### src/dcid_pkg.sv
// Shared constants and carrier types for the dual-channel interpolating datapath
package dcid_pkg;

    // Sample and structure sizes
    localparam int DCID_SMP_W    = 16;
    localparam int DCID_STAGES   = 4;
    localparam int DCID_FIFO_DEP = 32;
    localparam int DCID_LVL_W    = 6;

    // Register byte offsets on the plain register port
    localparam logic [7:0] DCID_OFF_CFG  = 8'h00;
    localparam logic [7:0] DCID_OFF_STAT = 8'h04;

    // Configuration field positions
    localparam int DCID_CFG_MODE_LSB = 0;
    localparam int DCID_CFG_SEL_LSB  = 2;
    localparam int DCID_CFG_BYP_BIT  = 4;
    localparam int DCID_CFG_ISNC_BIT = 5;
    localparam int DCID_CFG_CKM_LSB  = 6;

    // Status field positions
    localparam int DCID_ST_READY_BIT = 0;
    localparam int DCID_ST_OVF_BIT   = 1;
    localparam int DCID_ST_UNF_BIT   = 2;
    localparam int DCID_ST_LVL_LSB   = 3;

    // Datapath select and clock mode codes
    localparam logic [1:0] DCID_MODE_DUAL = 2'h0;
    localparam logic [1:0] DCID_MODE_SSB  = 2'h1;
    localparam logic [1:0] DCID_MODE_QUAD = 2'h2;
    localparam logic [1:0] DCID_CKM_EXT   = 2'h0;
    localparam logic [1:0] DCID_CKM_PLL   = 2'h1;
    localparam logic [1:0] DCID_CKM_DUAL  = 2'h2;

    // Reset value of the configuration register
    localparam logic [7:0] DCID_CFG_RST = 8'h00;

    // Saturation limits on the 18-bit working width
    localparam logic signed [17:0] DCID_SAT_MAX = 18'sh07FFF;
    localparam logic signed [17:0] DCID_SAT_MIN = 18'sh38000;

    // Inverse sinc correction shift
    localparam int DCID_ISNC_SHIFT = 4;

    typedef logic signed [DCID_SMP_W-1:0] dcid_smp_t;

    // Sample pair carried through the FIFO
    typedef struct packed {
        dcid_smp_t a;
        dcid_smp_t b;
    } dcid_pair_t;

    // Configuration register layout, msb first
    typedef struct packed {
        logic [1:0] ckm;
        logic       isinc;
        logic       byp;
        logic [1:0] sel;
        logic [1:0] mode;
    } dcid_cfg_t;

endpackage

### src/dcid_core.sv
// Dual-channel half-band interpolation datapath with capture, strobe and registers
//
// Overview of operation
// - Select value zero runs two real paths
// - Channels A and B never mix in select value zero
// - Four half-band stages, each doubling rate
// - Switchable inverse sinc after the cascade
// - Factor field enables one to four stages
// - Bypass flag skips every interpolation stage
// - Capture on data clock rise outside external
// - External mode drives strobe from converter clock
// - Select value one gives single-sideband mixing
// - Select value two drives mixed result to B
//
// Chosen here: the plain strobed port and the register addresses.
`timescale 1ns/100ps
module dcid_core
    import dcid_pkg::*;
(
    input  wire logic        clk,
    input  wire logic        rst,
    input  wire logic [7:0]  reg_addr,
    input  wire logic [31:0] reg_wdata,
    input  wire logic        reg_wr,
    input  wire logic        reg_rd,
    output logic [31:0]      reg_rdata,
    input  wire logic        input_data_clock,
    input  wire logic        converter_clock_input,
    input  wire dcid_smp_t   sample_a_in,
    input  wire dcid_smp_t   sample_b_in,
    output logic             lock_strobe_output,
    output logic             sample_ready,
    output dcid_smp_t        dac_a_out,
    output dcid_smp_t        dac_b_out,
    output logic             dac_update
);

    typedef struct packed {
        dcid_cfg_t                              cfg;
        logic [3:0]                             cnt;
        logic                                   strobe;
        logic                                   dclk_q;
        logic                                   cclk_q;
        logic                                   ovf;
        logic                                   unf;
        logic                                   ready;
        dcid_smp_t [1:0]                        hold;
        dcid_smp_t [1:0][DCID_STAGES-1:0]       last;
        dcid_smp_t [1:0][DCID_STAGES-1:0]       sout;
        logic      [1:0][DCID_STAGES-1:0]       half;
        logic [1:0]                             mph;
        dcid_smp_t [1:0]                        tap1;
        dcid_smp_t [1:0]                        tap2;
        dcid_smp_t                              dac_a;
        dcid_smp_t                              dac_b;
        logic                                   upd;
        logic [31:0]                            rdata;
    } dcid_st_t;

    dcid_st_t            st_reg;
    dcid_st_t            st_next;
    dcid_pair_t          fifo_in;
    dcid_pair_t          fifo_out;
    logic                fifo_in_ready;
    logic                fifo_out_valid;
    logic [DCID_LVL_W-1:0] fifo_level;
    logic                capture;
    logic                pop_req;
    logic                tick;
    logic                data_rise;
    logic                ext_mode;
    logic [2:0]          nst;
    logic [3:0]          cnt_mask;
    logic [3:0]          cnt_nx;
    logic [DCID_STAGES-1:0] step;
    dcid_smp_t [1:0]     fin;
    dcid_smp_t           mix_a;
    dcid_smp_t           mix_b;
    dcid_smp_t [1:0]     isinc_y;

    // Clamp an 18-bit working value to the sample range
    function automatic dcid_smp_t sat16(input logic signed [17:0] v);
        if (v > DCID_SAT_MAX) begin
            return 16'h7FFF;
        end else if (v < DCID_SAT_MIN) begin
            return 16'h8000;
        end
        return v[15:0];
    endfunction

    // Midpoint of two samples, the odd-phase half-band output
    function automatic dcid_smp_t avg2(input dcid_smp_t x, input dcid_smp_t y);
        logic signed [16:0] s;
        s = 17'(x) + 17'(y);
        return 16'(s >>> 1);
    endfunction

    // Multiply by a carrier value of 0, +1 or -1
    function automatic logic signed [17:0] csel(input dcid_smp_t x, input logic [1:0] c);
        if (c == 2'h1) begin
            return 18'(x);
        end else if (c == 2'h2) begin
            return -18'(x);
        end
        return 18'sh00000;
    endfunction

    // Sample buffer between capture and the converter-rate drain
    dcid_fifo #(
        .W ($bits(dcid_pair_t)),
        .D (DCID_FIFO_DEP)
    ) u_fifo (
        .clk       (clk),
        .rst       (rst),
        .in_valid  (capture),
        .in_ready  (fifo_in_ready),
        .in_data   (fifo_in),
        .out_valid (fifo_out_valid),
        .out_ready (pop_req),
        .out_data  (fifo_out),
        .level     (fifo_level)
    );

    assign fifo_in.a = sample_a_in;
    assign fifo_in.b = sample_b_in;

    // Edge detection; pins are synchronous to clk so no synchroniser
    assign ext_mode  = (st_reg.cfg.ckm == DCID_CKM_EXT);
    assign tick      = converter_clock_input && !st_reg.cclk_q;
    assign data_rise = input_data_clock && !st_reg.dclk_q;

    // factor selects one to four stages
    assign nst      = st_reg.cfg.byp ? 3'h0 : 3'(st_reg.cfg.sel) + 3'h1;
    assign cnt_mask = 4'((5'h01 << nst) - 5'h01);
    assign cnt_nx   = (st_reg.cnt + 4'h1) & cnt_mask;

    // capture at the strobe's rising edge in external mode, else at the data clock rise
    assign capture = ext_mode ? (tick && cnt_nx == 4'h0) : data_rise;
    // Count bits above the mask are stale after a factor change; ignore them
    assign pop_req = tick && ((st_reg.cnt & cnt_mask) == 4'h0);

    // stage k steps every 2^(N-1-k) update ticks
    always_comb begin
        int sh;
        sh = 0;
        for (int k = 0; k < DCID_STAGES; k++) begin
            sh = int'(nst) - 1 - k;
            step[k] = tick && (k < int'(nst)) &&
                      ((st_reg.cnt & 4'((1 << sh) - 1)) == 4'h0);
        end
    end

    // per-channel result of the enabled cascade
    always_comb begin
        for (int ch = 0; ch < 2; ch++) begin
            fin[ch] = (nst == 3'h0) ? st_reg.hold[ch] : st_reg.sout[ch][nst-3'h1];
        end
    end

    // Quarter-rate carrier: cos 1,0,-1,0 and sin 0,1,0,-1
    always_comb begin
        logic [1:0] c;
        logic [1:0] s;
        c = 2'h0;
        s = 2'h0;
        unique case (st_reg.mph)
            2'h0: c = 2'h1;
            2'h1: s = 2'h1;
            2'h2: c = 2'h2;
            2'h3: s = 2'h2;
        endcase
        mix_a = fin[0];
        mix_b = fin[1];
        if (st_reg.cfg.mode == DCID_MODE_SSB) begin
            mix_a = sat16(csel(fin[0], c) - csel(fin[1], s));
            mix_b = sat16(csel(fin[0], s) + csel(fin[1], c));
        // A held at zero, B carries the mix
        end else if (st_reg.cfg.mode == DCID_MODE_QUAD) begin
            mix_a = 16'h0000;
            mix_b = sat16(csel(fin[0], s) + csel(fin[1], c));
        end
        // select zero passes both paths unmixed
    end

    // three-tap high-frequency boost, one tap of delay
    always_comb begin
        logic signed [17:0] e;
        dcid_smp_t          x0;
        e  = 18'sh00000;
        x0 = 16'h0000;
        for (int ch = 0; ch < 2; ch++) begin
            x0 = (ch == 0) ? mix_a : mix_b;
            e  = (18'(st_reg.tap1[ch]) <<< 1) - 18'(x0) - 18'(st_reg.tap2[ch]);
            isinc_y[ch] = st_reg.cfg.isinc ?
                          sat16(18'(st_reg.tap1[ch]) + (e >>> DCID_ISNC_SHIFT)) : x0;
        end
    end

    // Next-state for strobe, datapath and registers
    always_comb begin
        st_next        = st_reg;
        st_next.dclk_q = input_data_clock;
        st_next.cclk_q = converter_clock_input;
        st_next.upd    = tick;
        st_next.ready  = fifo_in_ready;
        st_next.rdata  = 32'h0000_0000;
        if (tick) begin
            st_next.cnt = cnt_nx;
            st_next.mph = st_reg.mph + 2'h1;
        end
        // strobe rises on a converter clock rise in external mode; PLL mode holds it high, dual clock mode holds it low
        if (!ext_mode) begin
            st_next.strobe = (st_reg.cfg.ckm == DCID_CKM_PLL);
        end else if (nst == 3'h0) begin
            st_next.strobe = converter_clock_input;
        end else if (tick && cnt_nx == 4'h0) begin
            st_next.strobe = 1'b1;
        end else if (tick && cnt_nx == 4'((5'h01 << nst) >> 1)) begin
            st_next.strobe = 1'b0;
        end
        // Underrun keeps the last sample rather than inject a step
        if (pop_req && fifo_out_valid) begin
            st_next.hold[0] = fifo_out.a;
            st_next.hold[1] = fifo_out.b;
        end
        // half-band cascade, each stage doubles the rate
        for (int ch = 0; ch < 2; ch++) begin
            for (int k = 0; k < DCID_STAGES; k++) begin
                if (step[k]) begin
                    if (!st_reg.half[ch][k]) begin
                        st_next.sout[ch][k] = avg2((k == 0) ? st_reg.hold[ch] :
                                                   st_reg.sout[ch][k-1],
                                                   st_reg.last[ch][k]);
                        st_next.last[ch][k] = (k == 0) ? st_reg.hold[ch] :
                                              st_reg.sout[ch][k-1];
                        st_next.half[ch][k] = 1'b1;
                    end else begin
                        st_next.sout[ch][k] = st_reg.last[ch][k];
                        st_next.half[ch][k] = 1'b0;
                    end
                end
            end
        end
        // inverse sinc output at the update rate
        if (tick) begin
            st_next.tap2[0] = st_reg.tap1[0];
            st_next.tap2[1] = st_reg.tap1[1];
            st_next.tap1[0] = mix_a;
            st_next.tap1[1] = mix_b;
            st_next.dac_a   = isinc_y[0];
            st_next.dac_b   = isinc_y[1];
        end
        // Status clear by writing one; a new event wins over the clear
        if (reg_wr && reg_addr == DCID_OFF_STAT) begin
            if (reg_wdata[DCID_ST_OVF_BIT]) st_next.ovf = 1'b0;
            if (reg_wdata[DCID_ST_UNF_BIT]) st_next.unf = 1'b0;
        end
        if (capture && !fifo_in_ready) st_next.ovf = 1'b1;
        if (pop_req && !fifo_out_valid) st_next.unf = 1'b1;
        if (reg_wr && reg_addr == DCID_OFF_CFG) begin
            st_next.cfg = dcid_cfg_t'(reg_wdata[7:0]);
        end
        // Read data valid only in the cycle after the strobe
        if (reg_rd) begin
            if (reg_addr == DCID_OFF_CFG) begin
                st_next.rdata = {24'h000000, st_reg.cfg};
            end else if (reg_addr == DCID_OFF_STAT) begin
                st_next.rdata = {23'h000000, fifo_level, st_reg.unf, st_reg.ovf,
                                 st_reg.ready};
            end
        end
    end

    always_ff @(posedge clk) begin
        if (rst) begin
            st_reg     <= '0;
            st_reg.cfg <= dcid_cfg_t'(DCID_CFG_RST);
        end else begin
            st_reg <= st_next;
        end
    end

    assign reg_rdata          = st_reg.rdata;
    assign lock_strobe_output = st_reg.strobe;
    assign sample_ready       = st_reg.ready;
    assign dac_a_out          = st_reg.dac_a;
    assign dac_b_out          = st_reg.dac_b;
    assign dac_update         = st_reg.upd;
endmodule // dcid_core

### src/dcid_fifo.sv
// Synchronous FIFO with valid/ready on both sides
`timescale 1ns/100ps
module dcid_fifo #(
    parameter int W = 32,
    parameter int D = 32
) (
    input  wire logic                 clk,
    input  wire logic                 rst,
    input  wire logic                 in_valid,
    output logic                      in_ready,
    input  wire logic [W-1:0]         in_data,
    output logic                      out_valid,
    input  wire logic                 out_ready,
    output logic [W-1:0]              out_data,
    output logic [$clog2(D+1)-1:0]    level
);
    localparam int AW = $clog2(D);
    localparam int CW = $clog2(D+1);

    typedef struct packed {
        logic [AW-1:0] wptr;
        logic [AW-1:0] rptr;
        logic [CW-1:0] cnt;
    } dcid_fifo_st_t;

    dcid_fifo_st_t st_reg;
    dcid_fifo_st_t st_next;
    logic [W-1:0]  mem [D];
    logic          push;
    logic          pop;

    // Honest flags straight from the count
    assign in_ready  = (st_reg.cnt != CW'(D));
    assign out_valid = (st_reg.cnt != '0);
    assign out_data  = mem[st_reg.rptr];
    assign level     = st_reg.cnt;
    assign push      = in_valid && in_ready;
    assign pop       = out_valid && out_ready;

    // Pointer and count update; pointers wrap at the depth
    always_comb begin
        st_next = st_reg;
        if (push) begin
            st_next.wptr = (st_reg.wptr == AW'(D-1)) ? '0 : st_reg.wptr + 1'b1;
        end
        if (pop) begin
            st_next.rptr = (st_reg.rptr == AW'(D-1)) ? '0 : st_reg.rptr + 1'b1;
        end
        if (push && !pop) begin
            st_next.cnt = st_reg.cnt + 1'b1;
        end else if (pop && !push) begin
            st_next.cnt = st_reg.cnt - 1'b1;
        end
    end

    always_ff @(posedge clk) begin
        if (rst) begin
            st_reg <= '0;
        end else begin
            st_reg <= st_next;
        end
    end

    // Storage carries no reset; only written on an accepted push
    always_ff @(posedge clk) begin
        if (push) begin
            mem[st_reg.wptr] <= in_data;
        end
    end

endmodule // dcid_fifo

### config.mk
export PLATFORM = sky130hd
export DESIGN_NAME = dcid_core
export DESIGN_NICKNAME = d
export VERILOG_FILES = /design/src/dcid_pkg.sv /design/src/dcid_core.sv /design/src/dcid_fifo.sv
export SDC_FILE = /design/constraint.sdc
export NUM_CORES = 2
export LEC_CHECK = 0
export ABC_AREA = 1
export BUFFER_PORTS_ARGS = -buffer_cell sky130_fd_sc_hd__buf_2
export CORE_ASPECT_RATIO = 0.5
export CORE_UTILIZATION = 57
export CTS_CLUSTER_SIZE = 14
export DETAILED_ROUTE_END_ITERATION = 10
export GPL_ROUTABILITY_DRIVEN = 0
export PLACE_DENSITY = 0.76
export SLEW_MARGIN = 20
export SYNTH_ARGS = -nofsm -noshare
export SYNTH_HDL_FRONTEND = slang
export SYNTH_SLANG_ARGS = --single-unit
### constraint.sdc
create_clock -name clk -period 9.4 [get_ports clk]
set_input_delay 1.41 -clock clk [delete_from_list [all_inputs] [get_ports clk]]
set_output_delay 1.41 -clock clk [all_outputs]
set_load 0.1 [all_outputs]
### Word level (Yosys, flattened, before mapping)

Memories as Yosys holds them, arrays and structs flattened. A register that Yosys moved wholly into a read port is not among the register bits.
Cells that the tools add are included.

* $add $sub $neg: 36
* magnitude comparators: 15
* equal/unequal tests: 16
* shifts and indexed selects: 5
* muxes and demuxes: 110
* bitwise operators: 16
* reductions and logical operators: 56

Operators by type and width (number)
* $mux W16: 33
* $mux W18: 22
* $add A16 B16 Y17: 8
* $shl A1 B32 Y4 const A: 4
* $bmux W16 S2: 2
* $gt A18 B16 Y1 const B: 3
* $lt A18 B16 Y1 const B: 3
* $mux W1: 43
* $add A18 B18 Y18: 2
* $neg A16 Y18: 2
* $sub A17 B16 Y18: 2
* $sub A18 B16 Y18: 2
* $add A16 B14 Y17: 2
* $gt A17 B16 Y1 const B: 2
* $lt A17 B16 Y1 const B: 2
* $and A4 B4 Y4: 6
* $logic_not A4 Y1: 6
* $logic_and A1 B1 Y1: 21
* $reduce_and A2 Y1: 10
* $sub A18 B18 Y18: 1
* $mux W8: 2
* $sub A4 B2 Y4 const B: 4
* $mux W6: 2
* $add A5 B1 Y5 const B: 2
* other kinds (35): 68

* register bits after elaboration: 429
* memory bits (writable): 1024
* output and inout port bits: 67
* word-level logic and storage cells: 305
* memories kept: 1

Memory list
* u_fifo.mem: depth 32, bits a word 32, rd ports 1, clocked after memory_dff 1, write ports 1, RTL line dcid_fifo.sv:28 `logic [W-1:0] mem [D];`

### Depth between registers and ports, before layout

* word-level depth: 29
* gate-level depth with buffers: 73

### Modules after synthesis

Synthesis repeated with hierarchy kept, for this count alone.

* cell total of the unflattened synthesis: 8085
* area total of the unflattened synthesis: 73322.8 µm²

Modules (own cells, without submodules)
* dcid_fifo: instances 1, cells an instance 3643, area an instance 42757.3 µm², sequential area each 31169.9 µm²
* dcid_core: instances 1, cells an instance 4442, area an instance 30565.6 µm², sequential area each 8448.1 µm²

### Worst setup path after synthesis

No wires, ideal clock.

* path kind: register to register
* start: reg st_reg[439] (netlist bit)
* end: reg st_reg, in the netlist dac_b_out[10]
* data arrival time: 9.387 ns
* required time: 9.268 ns
* setup slack: -0.119 ns
* stages on the path, launching flop included: 69
* path through: dfxtp_1 ha_1 inv_1 nor2_1 inv_1 ha_1 buf_2 buf_2 a21oi_1 o21ai_1 nand3_1 nand2_2 ha_1 inv_1 nor3_1 nand2_1 nor3_1 nand4_1 [... 33 more ...] nand3_1 nand2_1 nand2_1 nand2_1 inv_1 ha_1 a21oi_1 o21ai_0 a21oi_1 nand2_1 xor2_1 nand2_1 inv_1 nor2_1 clkbuf_1 a21oi_1 nand2_1 a21oi_1

* longest elaborated chain between the ends: 29

Ends and longest elaborated chain
* start, declared: RTL line dcid_core.sv:60 `dcid_st_t st_reg;`
* start signal, assigned: RTL line dcid_core.sv:279 `st_reg <= st_next;`
* $add A2 B1 Y3 (*): RTL line dcid_core.sv:133 `assign nst = st_reg.cfg.byp ? 3'h0 : 3'(st_reg.cfg.sel) + 3'h1;`
* $mux W3 (*): RTL line dcid_core.sv:133
* $sub A3 B1 Y3: RTL line dcid_core.sv:156 `fin[ch] = (nst == 3'h0) ? st_reg.hold[ch] : st_reg.sout[ch][nst-3'h1];`
* $bmux W16 S2: RTL line dcid_core.sv:156
* $mux W16 (implied by the code): RTL line dcid_core.sv:156
* $mux W16: RTL line dcid_core.sv:156
* $neg A16 Y18: RTL line dcid_core.sv:103 `return -18'(x);`
* $mux W18: RTL line dcid_core.sv:102 `end else if (c == 2'h2) begin`
* [... 13 more ...]
* $sub A17 B16 Y18: RTL line dcid_core.sv:193 `e = (18'(st_reg.tap1[ch]) <<< 1) - 18'(x0) - 18'(st_reg.tap2[ch]);`
* $sub A18 B16 Y18: RTL line dcid_core.sv:193
* $add A16 B14 Y17: RTL line dcid_core.sv:195 `sat16(18'(st_reg.tap1[ch]) + (e >>> DCID_ISNC_SHIFT)) : x0;`
* $lt A17 B16 Y1: RTL line dcid_core.sv:85 `end else if (v < DCID_SAT_MIN) begin`
* $mux W1: RTL line dcid_core.sv:85
* $mux W1: RTL line dcid_core.sv:83 `if (v > DCID_SAT_MAX) begin`
* $mux W16: RTL line dcid_core.sv:88 `return v[15:0];`
* $mux W16 (*): RTL line dcid_core.sv:194 `isinc_y[ch] = st_reg.cfg.isinc ?`

Mark *: on every way between the ends. The rest lies on a longest branch, timed or not. The select of a mux whose other input is x is not followed.
A chain may end at the register's enable or synchronous reset.

### Final worst setup path

* start: reg st_reg[440] (netlist bit)
* end: reg st_reg, in the netlist dac_b_out[7]

Same word-level chain as after synthesis.

==> results.py <==
metrics = {
    "sta": {
        "finalMaxSlewViolations": 0,
        "worst_slew_margin_rel_pct": 22.0,
        "worst_skew_ps": 39.4,
        "finalSetupTns_ps": 0,
        "period_share_pct": 98.9,
        "count_of_endpoints_failing_hold_in_the_final_timing_report": 0,
        "worst_slew_pin_slew_ps": 1160,
        "period_minus_slack_ps": 9300,
        "setup_repair_after_global_routing_missed_its_margin": "yes",
        "fmax_mhz": 108,
        "setup_violations_final": 0,
    },
    "setup_path": {
        "cpLargestDelayFamily": "simple AND/OR/NAND/NOR gates",
        "worst_setup_path_end_kind": "flop",
        "setup.worst_path.start_class": "flop",
        "crit_top_cell": "sky130_fd_sc_hd__nand2_2",
        "crit_path_max_incr_delay_ps": 580,
        "critical_path_required_ps": 10090,
        "worstPathBufferInverterCount": 11,
        "cp_max_fanout": 8,
        "critical_path.slowest_cell": "sky130_fd_sc_hd__fa_1",
        "worst_ep_arrival_time_ps": 9980,
        "worst-setup-path-type": "flop to flop",
    },
    "flow_run": {
        "max_cap_viol_count": 0,
    },
    "clocking": {
        "clk_pin_slew_ps": 70,
        "cell_at_the_root_of_the_clock_tree": "sky130_fd_sc_hd__clkbuf_16",
        "cts_tree": "done",
        "cts_num_sinks": 1462,
        "clk_path_buf_depth": 3,
        "cts_htree_levels": 4,
        "cts_buf_count": 132,
        "cts-hold-fix-buffers": 0,
        "clkLatencyLatePin_ps": 790,
    },
    "floorplanning": {
        "fp.coreArea_sq_um": 123000,
        "boundaryPins": 145,
        "die_width_um": 501,
        "fp.dieArea_sq_um": 126000,
        "core.rowCount": 91,
        "die-height_um": 252,
        "start_util_pct": 57.6,
    },
    "detailed_routing": {
        "avgViaCountPerCell": 6.07,
        "drt-wirelength-per-cell_um": 21.1,
        "drt-pass1-iter-count": 6,
        "drc": 0,
        "drt_iter0_drc": 7111,
        "ant_nets": 0,
        "routed-via-count": 56900,
        "wl_um": 198000,
    },
    "layout": {
        "final_cell_count_no_fill": 9366,
        "largest_reg_flops": 1024,
        "final_core_utilization_pct": 65.3,
        "fill_cells": 9321,
        "layout.cell_area.non_filler_sq_um": 80600,
        "area_growth_pct": 13.4,
        "post_route_cells_drive_above_1_share_pct": 13.2,
        "design.final.nets": 7983,
    },
    "global_routing": {
        "globalRouteMet3Util_pct": 5.59,
        "groute.layer.met2.usage_pct": 48.2,
        "grt_first_pass_wirelength_um": 297000,
        "overflow": 0,
        "grt_antenna_before_repair": 15,
        "groute.usage.overall_pct": 30.4,
        "met1_usage_pct": 41.7,
        "grt-busiest-layer": "met2",
        "grt_start_max_net_pins": 201,
        "vias_in_the_first_global_route": 52700,
    },
    "yosys": {
        "synthesis.instances": 7382,
        "synth_edf_count": 1024,
        "ys.warnings.count": 0,
        "synth_common_cells": "1024 x sky130_fd_sc_hd__edfxtp_1, 958 x sky130_fd_sc_hd__o21ai_0, 907 x sky130_fd_sc_hd__nand2_1",
        "synth_seq_cells": 1462,
        "synth_async_sr_flop_share_pct": 0,
        "yosysUniqueCellTypes": 62,
        "synth_ff_type": "sky130_fd_sc_hd__edfxtp_1",
        "synth.largest_area_cell": "sky130_fd_sc_hd__edfxtp_1",
        "synth.cell_area_sq_um": 71100,
        "yosys-top-cells-area": "sky130_fd_sc_hd__edfxtp_1 43%, sky130_fd_sc_hd__dfxtp_1 12%, sky130_fd_sc_hd__o21ai_0 6.7%, sky130_fd_sc_hd__a21oi_1 5.4%, sky130_fd_sc_hd__nand2_1 4.8%",
        "synth_sequential_area_ratio_pct": 55.6,
        "share_of_yosys_cell_area_claimed_by_the_top_area_cell_type_pct": 43.3,
        "syn-mean-instance-area_sq_um": 9.63,
        "yosysMostFrequentCell": "sky130_fd_sc_hd__edfxtp_1",
    },
    "placement": {
        "port_buffers": 97,
        "placed_cells_incl_taps": 9121,
        "place_area_sq_um": 75300,
        "place.detailed.hpwl_um": 117000,
    },
    "min_path": {
        "path_type_of_the_worst_min_delay_path": "flop to flop",
    },
    "pwr": {
        "pwr_density_cell_nw_per_um2": 222,
        "irDropWorstVdd_uv": 236,
        "total_leakage_power_nw": 30.4,
    },
    "run_status": {
        "outcome": "completed",
    },
}
worst paths after layout:
kind / from / end / slack (ps) / cells past startpoint
setup / recovery: st_reg[440] / dac_b_out[7] / 100 / 66
hold / removal: dac_b_out[15] / dac_b_out[15] / 460 / 2
setup reg to reg: st_reg[440] / dac_b_out[7] / 100 / 66
hold reg to reg: dac_b_out[15] / dac_b_out[15] / 460 / 2
where the power goes:
group	switching, mW	total (mW)	internal [mW]
sequential	0.177	7.17	6.99
combinational	3.26	5.41	2.15
clock	2.40	5.27	2.87
timing repair:
action / in CTS / in global routing
setup endpoints to repair: 30 / 32
resized for setup: 21 / 219
pin swaps: 2 / 102
gates cloned: 0 / 2
buffers inserted: 1 / 25
cells in the final DEF (no fill, tap or decap), types with 29 or more instances in the layout:
master	n
sky130_fd_sc_hd__a21oi_1	731
sky130_fd_sc_hd__o21ai_0	939
sky130_fd_sc_hd__ha_1	243
sky130_fd_sc_hd__o21ai_1	29
sky130_fd_sc_hd__a211oi_1	37
sky130_fd_sc_hd__nand3_1	334
sky130_fd_sc_hd__edfxtp_1	1024
sky130_fd_sc_hd__buf_2	96
sky130_fd_sc_hd__fa_1	43
sky130_fd_sc_hd__nor2_1	668
sky130_fd_sc_hd__nor2_4	42
sky130_fd_sc_hd__a21boi_0	33
sky130_fd_sc_hd__clkbuf_1	31
sky130_fd_sc_hd__o22ai_1	54
sky130_fd_sc_hd__nand2_1	869
sky130_fd_sc_hd__a21oi_2	39
sky130_fd_sc_hd__clkbuf_16	136
sky130_fd_sc_hd__buf_4	444
sky130_fd_sc_hd__xor2_1	129
sky130_fd_sc_hd__nand2_2	49
sky130_fd_sc_hd__xnor2_1	73
sky130_fd_sc_hd__inv_1	568
sky130_fd_sc_hd__dfxtp_1	431
sky130_fd_sc_hd__o221ai_1	256
metrics by stage:
step	total power [mW]	worst slack [ps]	hold WS [ps]
global route	18.6	-457	484
floorplan	10.3	34.0	430
finish	17.9	105	464
CTS	17.4	6.20	463
detailed placement	12.1	-581	453
global placement	12.0	-510	450
layer usage:
layer	vias up	part of all wire [%]	wire [um]
li1	26400	-	-
met1	27100	40	79700
met2	2879	46	90200
met3	487	10	20600
met4	8	3.6	7040
met5	-	0.034	68
cell type report:
| class | count | area [sq um] | area share [%] |
|---|---|---|---|
| Sequential cell | 1462 | 39500 | 49.1 |
| Multi-Input combinational cell | 4849 | 28400 | 35.2 |
| Timing Repair Buffer | 560 | 4160 | 5.16 |
| Clock buffer | 177 | 3640 | 4.52 |
| Inverter | 600 | 2290 | 2.84 |
| Tap cell | 1674 | 2090 | 2.60 |
| Clock inverter | 34 | 473 | 0.587 |
| Antenna cell | 9 | 22.5 | 0.0279 |
| Timing Repair inverter | 1 | 7.51 | 0.00932 |
worst reg2reg max path: cells and delay by family (launching register included):
| family | cells | cell delay, ps |
|---|---|---|
| simple gates | 32 | 3150 |
| flops | 1 | 340 |
| buf+inv | 11 | 1180 |
| xor+xnor | 2 | 340 |
| compound gates | 15 | 2160 |
| fa+ha+maj | 6 | 2010 |
cells by family (layout without fill, tap and decap cells):
group / after synthesis / count (layout) / synth area share (%)
AO/OA/AOI/OAI: 2214 / 2214 / 17.6
XOR/XNOR: 208 / 208 / 2.56
adder cells (fa/ha/maj): 299 / 299 / 5.72
buffers and inverters: 1094 / 1372 / 6.29
flip-flops: 1462 / 1462 / 55.6
other: 1 / 32 / 0.00528
AND/OR/NAND/NOR: 2104 / 2105 / 12.2
Note: power is estimated with default switching activity, not from simulation.
